`config.mk`:
```
export PLATFORM = sky130hd
export DESIGN_NAME = ims_sched
export DESIGN_NICKNAME = d
export VERILOG_FILES = /design/src/logic/ims_pkg.sv /design/src/logic/ims_sched.sv
export SDC_FILE = /design/constraint.sdc
export NUM_CORES = 1
export LEC_CHECK = 0
export BUFFER_PORTS_ARGS = -buffer_cell sky130_fd_sc_hd__buf_2
export CELL_PAD_IN_SITES_DETAIL_PLACEMENT = 0
export CELL_PAD_IN_SITES_GLOBAL_PLACEMENT = 1
export CORE_MARGIN = 2
export CORE_UTILIZATION = 45
export DETAILED_ROUTE_END_ITERATION = 10
export PLACE_DENSITY = 0.89
export SLEW_MARGIN = 25
export SYNTH_ARGS = -nofsm -noshare
export SYNTH_HDL_FRONTEND = slang
export SYNTH_SLANG_ARGS = --single-unit
export TNS_END_PERCENT = 10
```
`constraint.sdc`:
```
create_clock -name clk -period 3.8 [get_ports clk]
set_input_delay 0 -clock clk [delete_from_list [all_inputs] [get_ports clk]]
set_output_delay 0 -clock clk [all_outputs]
set_load 0.02 [all_outputs]
```
`src/logic/ims_pkg.sv`:
```
//======================================================================
// Behaviour
// - eight 3-bit results, uframe7 top, uframe0 low
// - result bit0 flags transaction error, IN/OUT
// - result bit1 flags babble, IN only
// - result bit2 flags underrun, OUT only
// - frame match: run only masked-active uframes, clear after
// - single halt flag; a stall sets it and clears valid
`default_nettype none
package ims_pkg;

    //==================================================================
    // descriptor field layout
    localparam int RES_W        = 3;
    localparam int NUM_UFRAMES  = 8;
    localparam int RES_LSB      = 8;
    localparam int RES_ERR_BIT  = 0;
    localparam int RES_BAB_BIT  = 1;
    localparam int RES_UND_BIT  = 2;
    localparam int FRAME_W      = 5;
    localparam int FRAME_LSB    = 3;
    localparam int ACTIVE_BIT   = 31;
    localparam int HALT_BIT     = 30;
    localparam logic [1:0] TOKEN_OUT = 2'h0;
    localparam logic [1:0] TOKEN_IN  = 2'h1;

    //==================================================================
    // register map
    localparam logic [3:0] REG_STATUS_WORD  = 4'h0;
    localparam logic [3:0] REG_CONTROL_WORD = 4'h1;
    localparam logic [3:0] REG_FRAME_CFG    = 4'h2;
    localparam logic [3:0] REG_IRQ_STATUS   = 4'h3;
    localparam logic [3:0] REG_IRQ_MASK     = 4'h4;
    localparam logic [3:0] REG_SCHED_STATE  = 4'h5;

    localparam int IRQ_DONE_BIT  = 0;
    localparam int IRQ_ERR_BIT   = 1;
    localparam int IRQ_HALT_BIT  = 2;
    localparam int IRQ_W         = 3;

    localparam logic [31:0] STATUS_WORD_RST  = 32'h0000_0000;
    localparam logic [31:0] CONTROL_WORD_RST = 32'h0000_0000;
    localparam logic [7:0]  FRAME_CFG_RST    = 8'h00;

    typedef enum logic [1:0] {
        SCHED_IDLE,
        SCHED_ISSUE,
        SCHED_WAIT
    } ims_state_e;

    typedef struct packed {
        logic [3:0]  addr;
        logic [31:0] wdata;
        logic        wr;
        logic        rd;
    } ims_bus_req_s;

    typedef struct packed {
        logic error;
        logic babble;
        logic underrun;
        logic stall;
    } ims_result_s;

endpackage : ims_pkg
`default_nettype wire

```
`src/logic/ims_sched.sv`:
```
// The implementer's own choices: the register offsets and the plain strobed port.
`timescale 1ns/100ps
`default_nettype none
module ims_sched
    import ims_pkg::*;
(
    input  wire logic          clk,
    input  wire logic          rst,
    input  wire ims_bus_req_s  bus_req,
    output logic [31:0]        bus_rdata,
    input  wire logic          uframe_start,
    input  wire logic [2:0]    uframe_num,
    input  wire logic [4:0]    bus_frame_num,
    output logic               txn_req,
    output logic [1:0]         txn_token,
    output logic [2:0]         txn_uframe,
    input  wire logic          txn_done,
    input  wire ims_result_s   txn_result,
    output logic               irq
);

    //==================================================================
    // storage
    logic [31:0]            status_word_r;
    logic [31:0]            control_word_r;
    logic [7:0]             frame_cfg_r;
    logic [IRQ_W-1:0]       irq_status_r;
    logic [IRQ_W-1:0]       irq_mask_r;
    ims_state_e             state_r;
    logic [2:0]             cur_uf_r;
    logic [31:0]            rdata_nxt;

    logic        valid;
    logic [1:0]  token;
    logic        frame_match;
    logic [NUM_UFRAMES-1:0] uframe_active_mask;
    logic        sched_hit;
    logic        done_ev;
    logic [RES_W-1:0] result_nxt;
    logic [IRQ_W-1:0] irq_ev;

    assign valid       = control_word_r[ACTIVE_BIT];
    assign token       = frame_cfg_r[1:0];
    // low three bits of the frame config byte never take part in the frame match
    assign frame_match = (frame_cfg_r[7:FRAME_LSB] == bus_frame_num);
    // mask bits live in the low byte of the status word
    assign uframe_active_mask = status_word_r[NUM_UFRAMES-1:0];
    assign sched_hit   = uframe_start && valid && frame_match
                         && uframe_active_mask[uframe_num];
    assign done_ev     = (state_r == SCHED_WAIT) && txn_done;

    //==================================================================
    // result encoding
    always_comb begin
        result_nxt = '0;
        result_nxt[RES_ERR_BIT] = txn_result.error;
        if (token == TOKEN_IN) begin
            result_nxt[RES_BAB_BIT] = txn_result.babble;
        end
        if (token == TOKEN_OUT) begin
            result_nxt[RES_UND_BIT] = txn_result.underrun;
        end
    end

    //==================================================================
    // scheduler
    always_ff @(posedge clk or posedge rst) begin
        if (rst) begin
            state_r  <= SCHED_IDLE;
            cur_uf_r <= 3'h0;
        end else begin
            case (state_r)
                SCHED_IDLE: begin
                    if (sched_hit) begin
                        state_r  <= SCHED_ISSUE;
                        cur_uf_r <= uframe_num;
                    end
                end
                SCHED_ISSUE: begin
                    state_r <= SCHED_WAIT;
                end
                // starts arriving while busy are dropped, not queued
                SCHED_WAIT: begin
                    if (txn_done) begin
                        state_r <= SCHED_IDLE;
                    end
                end
                default: begin
                    state_r <= SCHED_IDLE;
                end
            endcase
        end
    end

    assign txn_req    = (state_r == SCHED_ISSUE);
    assign txn_token  = token;
    assign txn_uframe = cur_uf_r;

    //==================================================================
    // status word: hardware write-back wins over software write
    always_ff @(posedge clk or posedge rst) begin
        if (rst) begin
            status_word_r <= STATUS_WORD_RST;
        end else begin
            if (bus_req.wr && bus_req.addr == REG_STATUS_WORD) begin
                status_word_r <= bus_req.wdata;
            end
            if (done_ev) begin
                status_word_r[RES_LSB + RES_W*cur_uf_r +: RES_W] <= result_nxt;
                status_word_r[cur_uf_r] <= 1'b0;
            end
        end
    end

    //==================================================================
    // control word: active and halt
    always_ff @(posedge clk or posedge rst) begin
        if (rst) begin
            control_word_r <= CONTROL_WORD_RST;
        end else begin
            if (bus_req.wr && bus_req.addr == REG_CONTROL_WORD) begin
                control_word_r <= bus_req.wdata;
            end
            // stall halts this descriptor until software sets the active bit again
            if (done_ev && txn_result.stall) begin
                control_word_r[HALT_BIT]   <= 1'b1;
                control_word_r[ACTIVE_BIT] <= 1'b0;
            end
        end
    end

    always_ff @(posedge clk or posedge rst) begin
        if (rst) begin
            frame_cfg_r <= FRAME_CFG_RST;
        end else if (bus_req.wr && bus_req.addr == REG_FRAME_CFG) begin
            frame_cfg_r <= bus_req.wdata[7:0];
        end
    end

    //==================================================================
    // interrupts: set beats write-one-to-clear
    assign irq_ev[IRQ_DONE_BIT] = done_ev;
    assign irq_ev[IRQ_ERR_BIT]  = done_ev && (result_nxt != '0);
    assign irq_ev[IRQ_HALT_BIT] = done_ev && txn_result.stall;

    always_ff @(posedge clk or posedge rst) begin
        if (rst) begin
            irq_status_r <= '0;
        end else begin
            if (bus_req.wr && bus_req.addr == REG_IRQ_STATUS) begin
                irq_status_r <= (irq_status_r & ~bus_req.wdata[IRQ_W-1:0]) | irq_ev;
            end else begin
                irq_status_r <= irq_status_r | irq_ev;
            end
        end
    end

    always_ff @(posedge clk or posedge rst) begin
        if (rst) begin
            irq_mask_r <= '0;
        end else if (bus_req.wr && bus_req.addr == REG_IRQ_MASK) begin
            irq_mask_r <= bus_req.wdata[IRQ_W-1:0];
        end
    end

    assign irq = |(irq_status_r & irq_mask_r);

    //==================================================================
    // read port
    always_comb begin
        rdata_nxt = 32'h0000_0000;
        if (bus_req.addr == REG_STATUS_WORD) begin
            rdata_nxt = status_word_r;
        end else if (bus_req.addr == REG_CONTROL_WORD) begin
            rdata_nxt = control_word_r;
        end else if (bus_req.addr == REG_FRAME_CFG) begin
            rdata_nxt = {24'h000000, frame_cfg_r};
        end else if (bus_req.addr == REG_IRQ_STATUS) begin
            rdata_nxt = {29'h0, irq_status_r};
        end else if (bus_req.addr == REG_IRQ_MASK) begin
            rdata_nxt = {29'h0, irq_mask_r};
        end else if (bus_req.addr == REG_SCHED_STATE) begin
            rdata_nxt = {24'h000000, 3'h0, cur_uf_r, 2'(state_r)};
        end
    end

    always_ff @(posedge clk or posedge rst) begin
        if (rst) begin
            bus_rdata <= 32'h0000_0000;
        end else if (bus_req.rd) begin
            bus_rdata <= rdata_nxt;
        end else begin
            bus_rdata <= 32'h0000_0000;
        end
    end

endmodule : ims_sched
`default_nettype wire
```
==> flow_metrics.env <==
export IMPL_diodes=0
export IMPL_crit_type="reg2reg"
export IMPL_die_area_um2=14400
export IMPL_slew_viol_final=0
export IMPL_routed_via_density=5.75
export IMPL_syn_cell_area_um2=6070
export IMPL_final_min_clock_period_ns=2.98
export IMPL_layout_common_cells="dfrtp_1, buf_2, mux2_2"
export IMPL_critPathMaxStageDelay_ns=0.83
export IMPL_globalRouteTotalUtil=0.247
export IMPL_htree_levels=4
export IMPL_setup_tns_ns=0
export IMPL_power_density_nw_per_um2=506
export IMPL_rsz0062_at_grt="no"
export IMPL_syn_instance_count=541
export IMPL_finalNetCount=734
export IMPL_fp_dieW_um=120
export IMPL_root_buffer="clkbuf_16"
export IMPL_worst_pin_slew_ns=1.00
export IMPL_pre_cts_ws_ns=0.863
export IMPL_drc=0
export IMPL_place_inst=788
export IMPL_boundaryPins=93
export IMPL_skew_ns=0.00566
export IMPL_fmax_ghz=0.336
export IMPL_p_leak_nw=3.55
export IMPL_relSlewSlack=0.328
export IMPL_drt_iter0_drc=358
export IMPL_synth_distinct_cells=58
export IMPL_netlist_top_cell_by_area="dfrtp_1"
export IMPL_drt_pass1_iterations=5
export IMPL_multi_input_area_um2=2980
export IMPL_fin_util=0.579
export IMPL_routed_wl_um=16700
export IMPL_fillers=1093
export IMPL_drt_wirelength_per_cell_um=19.4
export IMPL_ys_ff_latch=115
export IMPL_die_h_um=120
export IMPL_initial_core_util=0.460
export IMPL_period_share=0.784
export IMPL_clock_sinks=115
export IMPL_placed_area_um2=6670
export IMPL_arrival_ns=3.32
export IMPL_drv_cap=0
export IMPL_numPortBuffers=92
export IMPL_core_area_um2=13200
export IMPL_hp_class="in2reg"
export IMPL_grt_pass1_vias=4892
export IMPL_yosys_top_cells_area="dfrtp_1, mux2_2, mux2i_1, nor2b_1, a22oi_1"
export IMPL_seq_area_um2=2880
export IMPL_row_count=42
export IMPL_final_cells=860
export IMPL_crit_path_cell_trace="ha_1 -> inv_1 -> xnor2_1 -> nand2_1 -> nor3_1 -> mux2i_1"
export IMPL_cp_slowest_cell="xnor2_1"
export IMPL_ir_worst_vdd_mv=0.302
export IMPL_timing_hold_ws_ns=0.00916
export IMPL_critical_path_required_ns=4.14
export IMPL_finalSetupViolations=0
export IMPL_p_total_mw=3.87
export IMPL_synthFlopType="dfrtp_1"
export IMPL_post_cts_buffers=0
export IMPL_path_max_fanout=11
export IMPL_synth_top_area_frac=0.474
export IMPL_synth_warnings=0
export IMPL_gp_congestion=0.876
export IMPL_hold_viol=0
export IMPL_clk_insertion_delay_late_ns=0.41
export IMPL_syn_nets=604
export IMPL_drive_gt1_frac=0.316
export IMPL_syn_area_per_cell_um2=11.2
export IMPL_hpwl_um=11900
export IMPL_startpoint_type="flip-flop"
export IMPL_cts_tree="yes"
export IMPL_grt_overflow=0
export IMPL_async_flop_share=1.00
export IMPL_setup_ws_ns=0.820
export IMPL_antenna_found_initial=0
export IMPL_status="complete, no violations"
export IMPL_cts_max_path_buffers=2
export IMPL_synth_seq_area_share=0.474
export IMPL_num_vias=4943
export IMPL_grt_max_degree=51
export IMPL_syn2layout_area_growth_pct=25.9
export IMPL_synth_edf_count=0
export IMPL_cts_buffers=17
export IMPL_clkTransAtPathRegs_ns=0.05
export IMPL_end_kind="flip-flop"
export IMPL_final_area_um2=7640
export IMPL_final_common_cell="dfrtp_1"
export IMPL_ant_nets=0
export IMPL_grt_pass1_wl_um=27000
-- cell usage after synthesis (6+ instances only) --
library cell	number
dfrtp_1	115
mux2_2	58
mux2i_1	37
nor2b_1	37
a21oi_1	33
a22oi_1	28
nor2_1	22
a31oi_1	19
nand2_1	18
nor3_1	17
buf_2	14
inv_1	11
clkbuf_1	10
nand3_1	10
ha_1	9
a221oi_1	7
and2_1	6
buf_4	6
nand2b_1	6
xor2_1	6
-- final timing paths --
path | start | to | slack [ns] | depth (start not counted)
worst max-delay path | txn_uframe[1]$_DFFE_PP0P_ | status_word_r[8]$_DFF_PP0_ | 0.82 | 6
worst min-delay path | txn_done | state_r[1]$_DFFE_PP0P_ | 0.009 | 3
worst max register to register | txn_uframe[1]$_DFFE_PP0P_ | status_word_r[8]$_DFF_PP0_ | 0.82 | 6
worst min register to register | control_word_r[7]$_DFFE_PP0P_ | control_word_r[7]$_DFFE_PP0P_ | 0.50 | 1
max in group asynchronous | rst | status_word_r[22]$_DFF_PP0_ | 2.63 | 4
min in group asynchronous | rst | control_word_r[6]$_DFFE_PP0P_ | 0.20 | 3
-- logic make-up after synthesis --
| kind of cell | share of synthesized area |
|---|---|
| compound gates | 0.132 |
| fa+ha+maj | 0.0185 |
| xor+xnor | 0.0169 |
| simple gates | 0.133 |
| buf+inv | 0.0363 |
| mux | 0.189 |
| flops | 0.474 |
-- worst max-delay path, delay by kind of cell, from the launching register on --
family,cells,cell delay (ns)
XOR/XNOR,1,0.83
flip-flops,1,0.63
adder cells (fa/ha/maj),1,0.60
AND/OR/NAND/NOR,2,0.46
multiplexers,1,0.21
buffers and inverters,1,0.16
-- timing repair --
item | in CTS | in global routing
hold endpoints to repair | 114 | 0
hold buffers | 40 | 0
resized for setup | 0 | 0
setup endpoints to repair | 0 | 0
-- metal layers --
metal  wire [um]  GRT usage  part of all wire  up-vias
met1        7310      0.335              0.44     2464
met3        1020     0.0575             0.061       24
li1            -          -                 -     2262
met2        8120      0.388              0.49      193
met5           0          0                 0        -
met4         265     0.0838             0.016        0
-- flip-flops by register name, summed over array words and instances, names as in the netlist --
register / count
bus_rdata: 32
control_word_r: 32
frame_cfg_r: 8
irq_mask_r: 3
irq_status_r: 3
state_r: 2
status_word_r: 32
txn_uframe: 3
-- layout make-up --
type                       instances  share of cell area
sequential                       115               0.377
inverter                          11             0.00573
multi-input combinational        382               0.390
tap                              176              0.0288
clock inverter                     9              0.0103
clock buffer                      23              0.0639
timing repair buffer             144               0.124
-- where the power goes --
group	internal [mW]	switching, mW
combinational	0.367	0.407
clock	0.961	0.545
sequential	1.43	0.153
total	2.76	1.10
Note: power is estimated with default switching activity, not from simulation.
